`src/rtl/sem_pkg.sv`:
```
// Purpose: Shared constants for the serial EEPROM master.
// Assumes: A 40 MHz core clock and a processor special-function register port.
// Notes:   Offsets, field positions, command codes, reset values and timing live here.
`default_nettype none
package sem_pkg;
  // Special-function register addresses.
  localparam logic [7:0] SEM_ADDR_DATA     = 8'h9e;
  localparam logic [7:0] SEM_ADDR_CMD_STAT = 8'h9f;
  // Command/status field positions.
  localparam int SEM_BIT_ERROR  = 7;
  localparam int SEM_BIT_BUSY   = 6;
  localparam int SEM_BIT_RX_ACK = 5;
  localparam int SEM_BIT_TX_ACK = 4;
  // Command codes in the low nibble.
  localparam logic [3:0] SEM_CMD_NOOP    = 4'h0;
  localparam logic [3:0] SEM_CMD_RX_ACK  = 4'h2;
  localparam logic [3:0] SEM_CMD_TX      = 4'h3;
  localparam logic [3:0] SEM_CMD_STOP    = 4'h5;
  localparam logic [3:0] SEM_CMD_RX_LAST = 4'h6;
  localparam logic [3:0] SEM_CMD_START   = 4'h9;
  // Reset values of the flags and the data register.
  localparam logic       SEM_RST_ERROR  = 1'b0;
  localparam logic       SEM_RST_RX_ACK = 1'b1;
  localparam logic       SEM_RST_TX_ACK = 1'b1;
  localparam logic [7:0] SEM_RST_DATA   = 8'h00;
  // Serial clock timing: four quarter phases per bit.
  localparam int unsigned SEM_CLK_FREQ_HZ    = 40_000_000;
  localparam int unsigned SEM_SCL_FREQ_HZ    = 78_000;
  localparam int unsigned SEM_QUARTER_CYCLES = SEM_CLK_FREQ_HZ / (4 * SEM_SCL_FREQ_HZ);
  localparam int unsigned SEM_LAST_BIT       = 8;
  localparam int unsigned SEM_FIFO_DEPTH     = 4;
  // Sequencer states, Gray coded along idle, start, transfer, push.
  typedef enum logic [2:0]
  {
    SEM_ST_IDLE  = 3'b000,
    SEM_ST_START = 3'b001,
    SEM_ST_XFER  = 3'b011,
    SEM_ST_PUSH  = 3'b010,
    SEM_ST_STOP  = 3'b110
  } sem_state_t;
endpackage
`default_nettype wire

```
`src/rtl/sem_fifo.sv`:
```
// Purpose: Small flip-flop FIFO with valid and ready on both sides.
// Assumes: DEPTH is a power of two.
// Notes:   Full and empty come from pointers carrying one extra wrap bit.
`default_nettype none
module sem_fifo #(
  parameter int WIDTH = 8,
  parameter int DEPTH = 4
) (
  input  wire logic             clk,       // Core clock.
  input  wire logic             rst,       // Asynchronous reset, active high.
  input  wire logic             in_valid,  // Producer offers a word.
  output logic                  in_ready,  // Room for a word.
  input  wire logic [WIDTH-1:0] in_data,   // Word offered.
  output logic                  out_valid, // A word is waiting.
  input  wire logic             out_ready, // Consumer takes the word.
  output logic      [WIDTH-1:0] out_data   // Oldest word.
);
  localparam int AW = $clog2(DEPTH);

  logic [WIDTH-1:0] mem [DEPTH];
  logic [AW:0]      wr_ptr;
  logic [AW:0]      rd_ptr;

  // Full when the pointers differ only in the wrap bit.
  assign in_ready  = !((wr_ptr[AW] != rd_ptr[AW]) && (wr_ptr[AW-1:0] == rd_ptr[AW-1:0]));
  assign out_valid = (wr_ptr != rd_ptr);
  assign out_data  = mem[rd_ptr[AW-1:0]];

  // Write side.
  always_ff @(posedge clk or posedge rst)
  begin
    if (rst)
      wr_ptr <= '0;
    else if (in_valid && in_ready)
    begin
      mem[wr_ptr[AW-1:0]] <= in_data;
      wr_ptr              <= wr_ptr + 1'b1;
    end
  end

  // Read side.
  always_ff @(posedge clk or posedge rst)
  begin
    if (rst)
      rd_ptr <= '0;
    else if (out_valid && out_ready)
      rd_ptr <= rd_ptr + 1'b1;
  end
endmodule
`default_nettype wire

```
`src/rtl/sem_master.sv`:
```
// Purpose: Command-driven two-wire master for an external serial EEPROM.
// Assumes: Processor writes and reads two byte registers on its register port.
// Notes:   Received bytes pass through a small FIFO before reaching the data register.
`default_nettype none
module sem_master
  import sem_pkg::*;
#(
  parameter int unsigned QUARTER_CYCLES = SEM_QUARTER_CYCLES,
  parameter int unsigned FIFO_DEPTH     = SEM_FIFO_DEPTH
) (
  input  wire logic       I_CORE_CLK,                  // Core clock, 40 MHz.
  input  wire logic       I_SYS_RST,                   // Asynchronous reset, active high.
  input  wire logic [7:0] I_SFR_ADDR,                  // Register address.
  input  wire logic       I_SFR_WR,                    // Register write strobe.
  input  wire logic [7:0] I_SFR_WDATA,                 // Register write data.
  output logic      [7:0] O_SFR_RDATA,                 // Register read data.
  input  wire logic       I_EEPROM_PIN_ROUTE_SELECT,   // Routes the master onto the shared pins.
  input  wire logic       I_GPIO_PIN_CLOCK_SHARE,      // Clock pin level.
  output logic            O_GPIO_PIN_CLOCK_SHARE,      // Clock pin drive value.
  output logic            O_GPIO_PIN_CLOCK_SHARE_OE,   // Clock pin drive enable.
  input  wire logic       I_GPIO_PIN_DATA_SHARE,       // Data pin level.
  output logic            O_GPIO_PIN_DATA_SHARE,       // Data pin drive value.
  output logic            O_GPIO_PIN_DATA_SHARE_OE,    // Data pin drive enable.
  output logic            O_SERIAL_DONE_IRQ            // Completion pulse.
);
  localparam int QW = $clog2(QUARTER_CYCLES);

  sem_state_t  state;
  logic [3:0]  op;
  logic [QW-1:0] qcnt;
  logic [1:0]  quarter;
  logic [3:0]  bitn;
  logic [7:0]  shreg;
  logic [7:0]  data_reg;
  logic        error;
  logic        rx_ack;
  logic        tx_ack;
  logic        busy;
  logic        free_run;
  logic        scl_lvl;
  logic        sda_lvl;
  logic        sda_drv;
  logic [1:0]  sda_sync;
  logic [1:0]  scl_sync;
  logic        tick;
  logic        busy_now;
  logic        cmd_wr;
  logic        cmd_ok;
  logic        data_wr;
  logic        rx_op;
  logic        bit_last;
  logic        next_scl;
  logic        next_sda;
  logic        next_drv;
  logic        fifo_in_ready;
  logic        fifo_out_valid;
  logic        fifo_out_ready;
  logic [7:0]  fifo_out_data;

  ////////////////////////////////////////////////////////////////////////////
  // Decode and status terms.

  // Register writes steer the sequencer only when it is idle.
  assign data_wr  = I_SFR_WR && (I_SFR_ADDR == SEM_ADDR_DATA);
  assign cmd_wr   = I_SFR_WR && (I_SFR_ADDR == SEM_ADDR_CMD_STAT) && !busy && (state == SEM_ST_IDLE);
  assign cmd_ok   = (I_SFR_WDATA[3:0] == SEM_CMD_NOOP) || (I_SFR_WDATA[3:0] == SEM_CMD_RX_ACK) ||
                    (I_SFR_WDATA[3:0] == SEM_CMD_TX) || (I_SFR_WDATA[3:0] == SEM_CMD_STOP) ||
                    (I_SFR_WDATA[3:0] == SEM_CMD_RX_LAST) || (I_SFR_WDATA[3:0] == SEM_CMD_START);
  assign busy_now = (state != SEM_ST_IDLE) || fifo_out_valid;
  assign tick     = (qcnt == QW'(QUARTER_CYCLES - 1));
  assign rx_op    = (op == SEM_CMD_RX_ACK) || (op == SEM_CMD_RX_LAST);
  assign bit_last = (bitn == 4'(SEM_LAST_BIT));
  // A processor write to the data register wins the cycle; the FIFO waits.
  assign fifo_out_ready = !data_wr;

  ////////////////////////////////////////////////////////////////////////////
  // Pin input synchronisers.

  // Two flops before any logic looks at the pin levels.
  always_ff @(posedge I_CORE_CLK or posedge I_SYS_RST)
  begin
    if (I_SYS_RST)
    begin
      sda_sync <= 2'h3;
      scl_sync <= 2'h3;
    end
    else
    begin
      sda_sync <= {sda_sync[0], I_GPIO_PIN_DATA_SHARE};
      scl_sync <= {scl_sync[0], I_GPIO_PIN_CLOCK_SHARE};
    end
  end

  ////////////////////////////////////////////////////////////////////////////
  // Quarter-bit timebase.

  // Runs during operations and while the clock is left free-running.
  always_ff @(posedge I_CORE_CLK or posedge I_SYS_RST)
  begin
    if (I_SYS_RST)
    begin
      qcnt    <= '0;
      quarter <= 2'h0;
    end
    else if (cmd_wr || ((state == SEM_ST_IDLE) && !free_run))
    begin
      qcnt    <= '0;
      quarter <= 2'h0;
    end
    else if (tick)
    begin
      qcnt    <= '0;
      quarter <= quarter + 2'h1;
    end
    else
      qcnt <= qcnt + 1'b1;
  end

  ////////////////////////////////////////////////////////////////////////////
  // Sequencer.

  // Each bit spends two quarters with the clock low and two with it high.
  always_ff @(posedge I_CORE_CLK or posedge I_SYS_RST)
  begin
    if (I_SYS_RST)
    begin
      state <= SEM_ST_IDLE;
      op    <= SEM_CMD_NOOP;
      bitn  <= 4'h0;
    end
    else
    begin
      case (state)
        SEM_ST_IDLE:
        begin
          bitn <= 4'h0;
          if (cmd_wr)
          begin
            op <= I_SFR_WDATA[3:0];
            if (I_SFR_WDATA[3:0] == SEM_CMD_START)
              state <= SEM_ST_START;
            else if (I_SFR_WDATA[3:0] == SEM_CMD_STOP)
              state <= SEM_ST_STOP;
            else if ((I_SFR_WDATA[3:0] == SEM_CMD_TX) || (I_SFR_WDATA[3:0] == SEM_CMD_RX_ACK) ||
                     (I_SFR_WDATA[3:0] == SEM_CMD_RX_LAST))
              state <= SEM_ST_XFER;
          end
        end
        SEM_ST_START, SEM_ST_STOP:
        begin
          if (tick && (quarter == 2'h3))
            state <= SEM_ST_IDLE;
        end
        SEM_ST_XFER:
        begin
          if (tick && (quarter == 2'h3))
          begin
            bitn <= bitn + 4'h1;
            if (bit_last)
              state <= rx_op ? SEM_ST_PUSH : SEM_ST_IDLE;
          end
        end
        SEM_ST_PUSH:
        begin
          // Holds busy until the FIFO accepts the received byte.
          if (fifo_in_ready)
            state <= SEM_ST_IDLE;
        end
        default:
          state <= SEM_ST_IDLE;
      endcase
    end
  end

  // Shift register: loaded on transmit, filled while receiving.
  always_ff @(posedge I_CORE_CLK or posedge I_SYS_RST)
  begin
    if (I_SYS_RST)
      shreg <= SEM_RST_DATA;
    else if (cmd_wr && (I_SFR_WDATA[3:0] == SEM_CMD_TX))
      shreg <= data_reg;
    else if ((state == SEM_ST_XFER) && !bit_last && tick)
    begin
      if (rx_op && (quarter == 2'h2))
        shreg <= {shreg[6:0], sda_sync[1]};
      else if (!rx_op && (quarter == 2'h3))
        shreg <= {shreg[6:0], 1'b0};
    end
  end

  ////////////////////////////////////////////////////////////////////////////
  // Free-running clock control.

  // Byte transfers leave the clock toggling until a no-op, start or stop command.
  always_ff @(posedge I_CORE_CLK or posedge I_SYS_RST)
  begin
    if (I_SYS_RST)
      free_run <= 1'b0;
    else if (cmd_wr && (I_SFR_WDATA[3:0] == SEM_CMD_NOOP))
      free_run <= 1'b0;
    else if (cmd_wr && ((I_SFR_WDATA[3:0] == SEM_CMD_START) || (I_SFR_WDATA[3:0] == SEM_CMD_STOP)))
      free_run <= 1'b0;
    else if ((state == SEM_ST_XFER) && bit_last && tick && (quarter == 2'h3))
      free_run <= 1'b1;
  end

  ////////////////////////////////////////////////////////////////////////////
  // Line levels.

  // Next clock level, data level and data drive for each state and quarter.
  always_comb
  begin
    next_scl = 1'b1;
    next_sda = sda_lvl;
    next_drv = sda_drv;
    case (state)
      SEM_ST_START:
      begin
        // Clock stays high throughout, so no stray clock pulse precedes the first bit.
        next_scl = 1'b1;
        next_sda = (quarter < 2'h2);
        next_drv = 1'b1;
      end
      SEM_ST_STOP:
      begin
        next_scl = (quarter != 2'h0);
        next_sda = (quarter >= 2'h2);
        next_drv = 1'b1;
      end
      SEM_ST_XFER:
      begin
        next_scl = quarter[1];
        if (bit_last)
        begin
          next_drv = rx_op;
          next_sda = (op == SEM_CMD_RX_LAST);
        end
        else
        begin
          next_drv = !rx_op;
          next_sda = shreg[7];
        end
      end
      default:
      begin
        next_scl = free_run ? quarter[1] : 1'b1;
      end
    endcase
  end

  // Registered line levels.
  always_ff @(posedge I_CORE_CLK or posedge I_SYS_RST)
  begin
    if (I_SYS_RST)
    begin
      scl_lvl <= 1'b1;
      sda_lvl <= 1'b1;
      sda_drv <= 1'b0;
    end
    else
    begin
      scl_lvl <= next_scl;
      sda_lvl <= next_sda;
      sda_drv <= next_drv;
    end
  end

  // Pins are driven only while routed onto the shared general-purpose pins.
  always_ff @(posedge I_CORE_CLK or posedge I_SYS_RST)
  begin
    if (I_SYS_RST)
    begin
      O_GPIO_PIN_CLOCK_SHARE    <= 1'b1;
      O_GPIO_PIN_CLOCK_SHARE_OE <= 1'b0;
      O_GPIO_PIN_DATA_SHARE     <= 1'b1;
      O_GPIO_PIN_DATA_SHARE_OE  <= 1'b0;
    end
    else
    begin
      O_GPIO_PIN_CLOCK_SHARE    <= next_scl;
      O_GPIO_PIN_CLOCK_SHARE_OE <= I_EEPROM_PIN_ROUTE_SELECT;
      O_GPIO_PIN_DATA_SHARE     <= next_sda;
      O_GPIO_PIN_DATA_SHARE_OE  <= I_EEPROM_PIN_ROUTE_SELECT && next_drv;
    end
  end

  ////////////////////////////////////////////////////////////////////////////
  // Status flags.

  // Error, acknowledge and busy flags.
  always_ff @(posedge I_CORE_CLK or posedge I_SYS_RST)
  begin
    if (I_SYS_RST)
    begin
      error  <= SEM_RST_ERROR;
      rx_ack <= SEM_RST_RX_ACK;
      tx_ack <= SEM_RST_TX_ACK;
      busy   <= 1'b0;
    end
    else
    begin
      busy <= busy_now;
      if (cmd_wr)
        error <= !cmd_ok;
      if ((state == SEM_ST_XFER) && !rx_op && bit_last && tick && (quarter == 2'h2))
        rx_ack <= sda_sync[1];
      if ((state == SEM_ST_XFER) && rx_op && bit_last && tick && (quarter == 2'h3))
        tx_ack <= (op == SEM_CMD_RX_LAST);
    end
  end

  // Completion pulse on the falling edge of busy.
  always_ff @(posedge I_CORE_CLK or posedge I_SYS_RST)
  begin
    if (I_SYS_RST)
      O_SERIAL_DONE_IRQ <= 1'b0;
    else
      O_SERIAL_DONE_IRQ <= busy && !busy_now;
  end

  ////////////////////////////////////////////////////////////////////////////
  // Data register and read port.

  // Processor writes first; otherwise a received byte drains from the FIFO.
  always_ff @(posedge I_CORE_CLK or posedge I_SYS_RST)
  begin
    if (I_SYS_RST)
      data_reg <= SEM_RST_DATA;
    else if (data_wr)
      data_reg <= I_SFR_WDATA;
    else if (fifo_out_valid)
      data_reg <= fifo_out_data;
  end

  // Registered read data, selected by address.
  always_ff @(posedge I_CORE_CLK or posedge I_SYS_RST)
  begin
    if (I_SYS_RST)
      O_SFR_RDATA <= 8'h00;
    else if (I_SFR_ADDR == SEM_ADDR_DATA)
      O_SFR_RDATA <= data_reg;
    else if (I_SFR_ADDR == SEM_ADDR_CMD_STAT)
      O_SFR_RDATA <= {error, busy, rx_ack, tx_ack, 4'h0};
    else
      O_SFR_RDATA <= 8'h00;
  end

  // Received-byte buffer between the shifter and the data register.
  sem_fifo #(
    .WIDTH (8),
    .DEPTH (FIFO_DEPTH)
  ) u_rx_fifo (
    .clk       (I_CORE_CLK),
    .rst       (I_SYS_RST),
    .in_valid  (state == SEM_ST_PUSH),
    .in_ready  (fifo_in_ready),
    .in_data   (shreg),
    .out_valid (fifo_out_valid),
    .out_ready (fifo_out_ready),
    .out_data  (fifo_out_data)
  );

  ////////////////////////////////////////////////////////////////////////////
  // Checks.

  property p_route;
    @(posedge I_CORE_CLK) disable iff (I_SYS_RST)
    !I_EEPROM_PIN_ROUTE_SELECT |=> !O_GPIO_PIN_CLOCK_SHARE_OE && !O_GPIO_PIN_DATA_SHARE_OE;
  endproperty
  a_route: assert property (p_route) else $error("pins driven while not routed");

  property p_irq;
    @(posedge I_CORE_CLK) disable iff (I_SYS_RST)
    $fell(busy) |-> O_SERIAL_DONE_IRQ;
  endproperty
  a_irq: assert property (p_irq) else $error("no interrupt when busy fell");

  property p_bad_cmd;
    @(posedge I_CORE_CLK) disable iff (I_SYS_RST)
    cmd_wr && !cmd_ok |=> error && (state == SEM_ST_IDLE);
  endproperty
  a_bad_cmd: assert property (p_bad_cmd) else $error("illegal command mishandled");

  property p_tx_load;
    @(posedge I_CORE_CLK) disable iff (I_SYS_RST)
    cmd_wr && (I_SFR_WDATA[3:0] == SEM_CMD_TX) |=> (state == SEM_ST_XFER) && (shreg == $past(data_reg));
  endproperty
  a_tx_load: assert property (p_tx_load) else $error("transmit did not load data");

  property p_start;
    @(posedge I_CORE_CLK) disable iff (I_SYS_RST)
    cmd_wr && (I_SFR_WDATA[3:0] == SEM_CMD_START) |=> (state == SEM_ST_START) ##1 scl_lvl && sda_lvl;
  endproperty
  a_start: assert property (p_start) else $error("start sequence wrong");

  property p_stop;
    @(posedge I_CORE_CLK) disable iff (I_SYS_RST)
    cmd_wr && (I_SFR_WDATA[3:0] == SEM_CMD_STOP) |=> (state == SEM_ST_STOP) ##1 !scl_lvl && !sda_lvl;
  endproperty
  a_stop: assert property (p_stop) else $error("stop sequence wrong");

  property p_noop;
    @(posedge I_CORE_CLK) disable iff (I_SYS_RST)
    cmd_wr && (I_SFR_WDATA[3:0] == SEM_CMD_NOOP) |=> !free_run ##1 scl_lvl [*3];
  endproperty
  a_noop: assert property (p_noop) else $error("clock not halted");

  property p_ack_drive;
    @(posedge I_CORE_CLK) disable iff (I_SYS_RST)
    (state == SEM_ST_XFER) && bit_last && rx_op |-> next_drv && (next_sda == (op == SEM_CMD_RX_LAST));
  endproperty
  a_ack_drive: assert property (p_ack_drive) else $error("acknowledge bit wrong");

  property p_rx_data;
    @(posedge I_CORE_CLK) disable iff (I_SYS_RST)
    fifo_out_valid && !data_wr |=> (data_reg == $past(fifo_out_data)) ##1 !$rose(busy);
  endproperty
  a_rx_data: assert property (p_rx_data) else $error("received byte not loaded");

  property p_idle_high;
    @(posedge I_CORE_CLK) disable iff (I_SYS_RST)
    (state == SEM_ST_IDLE) && !free_run ##1 (state == SEM_ST_IDLE) |=> scl_lvl;
  endproperty
  a_idle_high: assert property (p_idle_high) else $error("clock not high when idle");
endmodule
`default_nettype wire

```
`config.mk`:
```
export PLATFORM = sky130hd
export DESIGN_NAME = sem_master
export DESIGN_NICKNAME = d
export VERILOG_FILES = /design/src/rtl/sem_pkg.sv /design/src/rtl/sem_fifo.sv /design/src/rtl/sem_master.sv
export SDC_FILE = /design/constraint.sdc
export NUM_CORES = 1
export LEC_CHECK = 0
export BUFFER_PORTS_ARGS = -buffer_cell sky130_fd_sc_hd__buf_4
export CAP_MARGIN = 20
export CORE_MARGIN = 1
export CORE_UTILIZATION = 50
export DETAILED_ROUTE_END_ITERATION = 7
export GPL_TIMING_DRIVEN = 0
export PLACE_DENSITY = 0.68
export SLEW_MARGIN = 0
export SYNTH_ARGS = -nofsm -noshare
export SYNTH_HDL_FRONTEND = slang
export SYNTH_SLANG_ARGS = --single-unit
export TNS_END_PERCENT = 10
```
`constraint.sdc`:
```
create_clock -name I_CORE_CLK -period 4 [get_ports I_CORE_CLK]
set_input_delay 0.8 -clock I_CORE_CLK [delete_from_list [all_inputs] [get_ports I_CORE_CLK]]
set_output_delay 0.8 -clock I_CORE_CLK [all_outputs]
set_load 0.02 [all_outputs]
```
==> reports/results.md <==
| Stage | Metric | This run |
|:---|:---|:---|
| hold path | Worst hold path type | flop to flop |
| drt | Average wire length per cell after detail routing | 17.5 um |
| worst setup path | Origin of the worst setup path | I_SFR_ADDR[5] |
| clock tree | TritonCTS clock tree | yes |
| worst setup path | Number of buffers and inverters on the critical path | 2 |
| worst setup path | Worst reg2reg startpoint | qcnt[0] |
| clock tree | Clock tree root driver cell | sky130_fd_sc_hd__clkbuf_8 |
| synthesis | Leading register cell type out of synthesis | sky130_fd_sc_hd__dfrtp_1 |
| worst setup path | Critical Path Source Type | input pin |
| clock tree | Clock edge transition at the registers on the reported setup and hold paths | 0.10 ns |
| clock tree | Clock sinks | 95 |
| placed design | Inst Count DP | 464 |
| finish | Proportion of layout cells with a drive suffix above 1 | 27.5% |
| sta | Final Hold Viols | 0 |
| finish | Max reg flops | 32 |
| drt | Pre-antenna DRT Iters | 4 |
| drt | Drc violations | 0 |
| finish | Most frequent cells in the layout | sky130_fd_sc_hd__dfrtp_1, sky130_fd_sc_hd__buf_4, sky130_fd_sc_hd__edfxtp_1, sky130_fd_sc_hd__nor2_1, sky130_fd_sc_hd__mux2_2 |
| floorplanning | I/O pins | 35 |
| finish | Syn-to-layout area delta | 13.9% |
| drt | Initial DRC count | 137 |
| sta | Post-route clock period utilization | 62.9% |
| clock tree | Clock tree buffer depth | 2 |
| floorplanning | Starting utilization of the core area | 51.9% |
| sta | Fmax | 397 MHz |
| worst setup path | Crit path max-delay cell type | sky130_fd_sc_hd__nor3_2 |
| global routing | Total gr overflow | 0 |
| floorplanning | Core region area | 8260 sq um |
| finish | Layout filler cell count | 682 |
| synthesis | Post-Synthesis Net Count | 359 |
| sta | TNS Setup | 0 ns |
| clock tree | Clk_lat worst skew | 0.37 ns |
| drt | Drt total wl | 8380 um |
| worst setup path | Logic depth of the worst setup path including buffers | 7 |
| placed design | HPWL reported at the end of detailed placement | 5730 um |
| clock tree | Total number of H-tree levels | 3 |
| worst setup path | Terminus of the critical flop-to-flop path | shreg[1] |
| synthesis | Number of enable-type register cells in the synthesized netlist | 32 |
| clock tree | Hold-fix buffers at CTS | 0 |
| sta | Shortest period the worst path allows | 2.52 ns |
| global routing | Maximum number of pins on one net before global-route repair | 68 |
| worst setup path | Flop2flop setup slack | 1.56 ns |
| synthesis | Async S/R FF share, synth | 66.3% |
| worst setup path | Critical path's top delay family | simple AND/OR/NAND/NOR gates |
| floorplanning | Cell Rows | 33 |
| placed design | Port Buf Inserts | 33 |
| clock tree | Total setup buffers inserted after CTS | 0 |
| placed design | RD Place Congestion | 0.776 |
| synthesis | Cell area after technology mapping | 4280 sq um |
| job | Maxcap violations | 0 |
| finish | Diodes inserted | 0 |
| finish | Design area | 4880 sq um |
| outcome | Run status | complete, no violations |
| worst setup path | Crit path arrival time | 2.76 ns |
| sta | Pin slew with the least headroom to its limit | 0.830 ns |
| worst setup path | Depth of the most critical reg-to-reg path | 7 |
| sta | Clock skew | 0.0128 ns |
| placed design | Post-Place Cell Area | 4670 sq um |
| finish | Layout Cells excl Fill | 480 |
| global routing | Total global-route track usage | 21.0% |
| finish | Sequential cell area in the final layout | 2540 sq um |
| sta | Final max-slew violation count | 0 |
| power | Max VDD drop | 0.221 mV |
| synthesis | Syn avg cell area | 13.1 sq um |
| floorplanning | Vert. Die Dim | 94.6 um |
| synthesis | Register bit total from synthesis | 95 |
| drt | Vias per cell | 5.55 |
| sta | Slew HR | 44.7% |
| finish | Multi-input combinational cell area | 1650 sq um |
| synthesis | Count of distinct cell types in the synthesized netlist | 47 |
| clock tree | Quantity of gates resized following cts | 0 |
| global routing | Vias in the first global route | 2653 |
| power | Static Leak | 2.22 nW |
| synthesis | Proportion of synthesized chip area in sequential cells | 59.4% |
| worst setup path | Crit-path max cell delay | 0.53 ns |
| clock tree | Number of buffers added by the clock tree synthesis step | 9 |
| synthesis | Yosys warning total | 0 |
| finish | Nets | 403 |
| worst setup path | End of the critical path | data_reg[7] |
| floorplanning | Full die area | 8940 sq um |
| worst setup path | Maximum net fanout on the critical path | 10 |
| worst setup path | Cell-by-cell trace of the critical path | buf_4, nand3b_1, nor3_2, nand2_1, clkbuf_1, nor2_1, a21oi_1 |
| global routing | Antenna violations before repair | 0 |
| drt | DRT antenna net count | 0 |
| global routing | First-pass GRT wire length | 13600 um |
| worst setup path | Type of the worst setup path | input pin to flop |
| worst setup path | Capturing element type of the critical path | flop |
| power | PD cells | 540 nW/um^2 |
| finish | Leading cell type in the layout, fill and taps excluded | sky130_fd_sc_hd__dfrtp_1 |
| sta | Unrepaired setup endpoints after global routing | false |
| drt | DR vias | 2662 |
| floorplanning | Overall die width | 94.6 um |
| worst setup path | Critical path data required time | 4.24 ns |
| sta | Final number of setup-violating endpoints | 0 |
| synthesis | Synthesized instance count | 326 |
cells by family (layout without fill, tap and decap cells):
logic type,after synthesis,in the layout,synth area share (%)
multiplexers,45,45,13.6
adder cells (fa/ha/maj),11,11,3.21
AO/OA/AOI/OAI,37,37,5.61
buffers and inverters,23,72,2.13
AND/OR/NAND/NOR,98,98,12.5
flip-flops,95,95,59.4
XOR/XNOR,17,17,3.48
where the power goes:
part           internal, W  total, W  switching, W
combinational     0.000308  0.000725      0.000418
clock             0.000304  0.000667      0.000363
sequential         0.00114   0.00124      0.000101
total              0.00175   0.00264      0.000882
per-stage QoR:
step,setup WS [ns],total power (W),utilization [%],hold slack (ns)
after floorplan,1.02,0.00179,-,0.345
after global placement,0.0343,0.00198,56.5,0.349
after detailed placement,1.12,0.00200,56.5,0.348
after CTS,1.50,0.00266,59.1,0.364
after global routing,1.33,0.00279,59.1,0.373
final,1.48,0.00264,59.1,0.362
worst min-delay path by stage:
stage                 from     endpoint  slack (ns)  cells after the start
2_1_floorplan  sda_sync[0]  sda_sync[1]        0.35                      0
3_3_place_gp   sda_sync[0]  sda_sync[1]        0.35                      0
3_5_place_dp   sda_sync[0]  sda_sync[1]        0.35                      0
4_1_cts        sda_sync[0]  sda_sync[1]        0.36                      0
5_1_grt        sda_sync[0]  sda_sync[1]        0.37                      0
6_report       sda_sync[0]  sda_sync[1]        0.36                      0
per-layer routing:
| layer | wire length [um] | track usage (%) |
|---|---|---|
| met1 | 3910 | 29.3 |
| met2 | 3920 | 32.6 |
| met5 | 0 | 0 |
| met3 | 417 | 5.15 |
| met4 | 132 | 6.69 |
cell usage after synthesis, drive strengths merged (4+ instances only):
cell type  count  share of area, %
nand3          6              0.70
dfrtp         57                33
edfxtp        32                22
a22o           4              0.82
mux2i         10               2.3
dfstp          6               3.7
o21ai          6              0.70
mux2          27               7.1
a21oi         13               1.6
xor2           8               1.6
nand2         20               1.8
nor2b          4              0.58
ha            11               3.2
nor2          30               3.0
nor3          10               1.3
xnor2          9               1.8
and2           6              0.88
mux4           8               4.2
inv           16               1.4
and3           7               1.0
buf            4              0.47
final cells by class:
class	count	share of cell area [%]
inverters	16	1.28
well taps	105	2.69
clock buffers	9	2.54
flip-flops and latches	95	52.2
clock inverters	7	1.82
plain buffers	7	0.641
multi-input cells	208	33.8
repair buffers	33	5.08
Note: power is estimated with default switching activity, not from simulation.
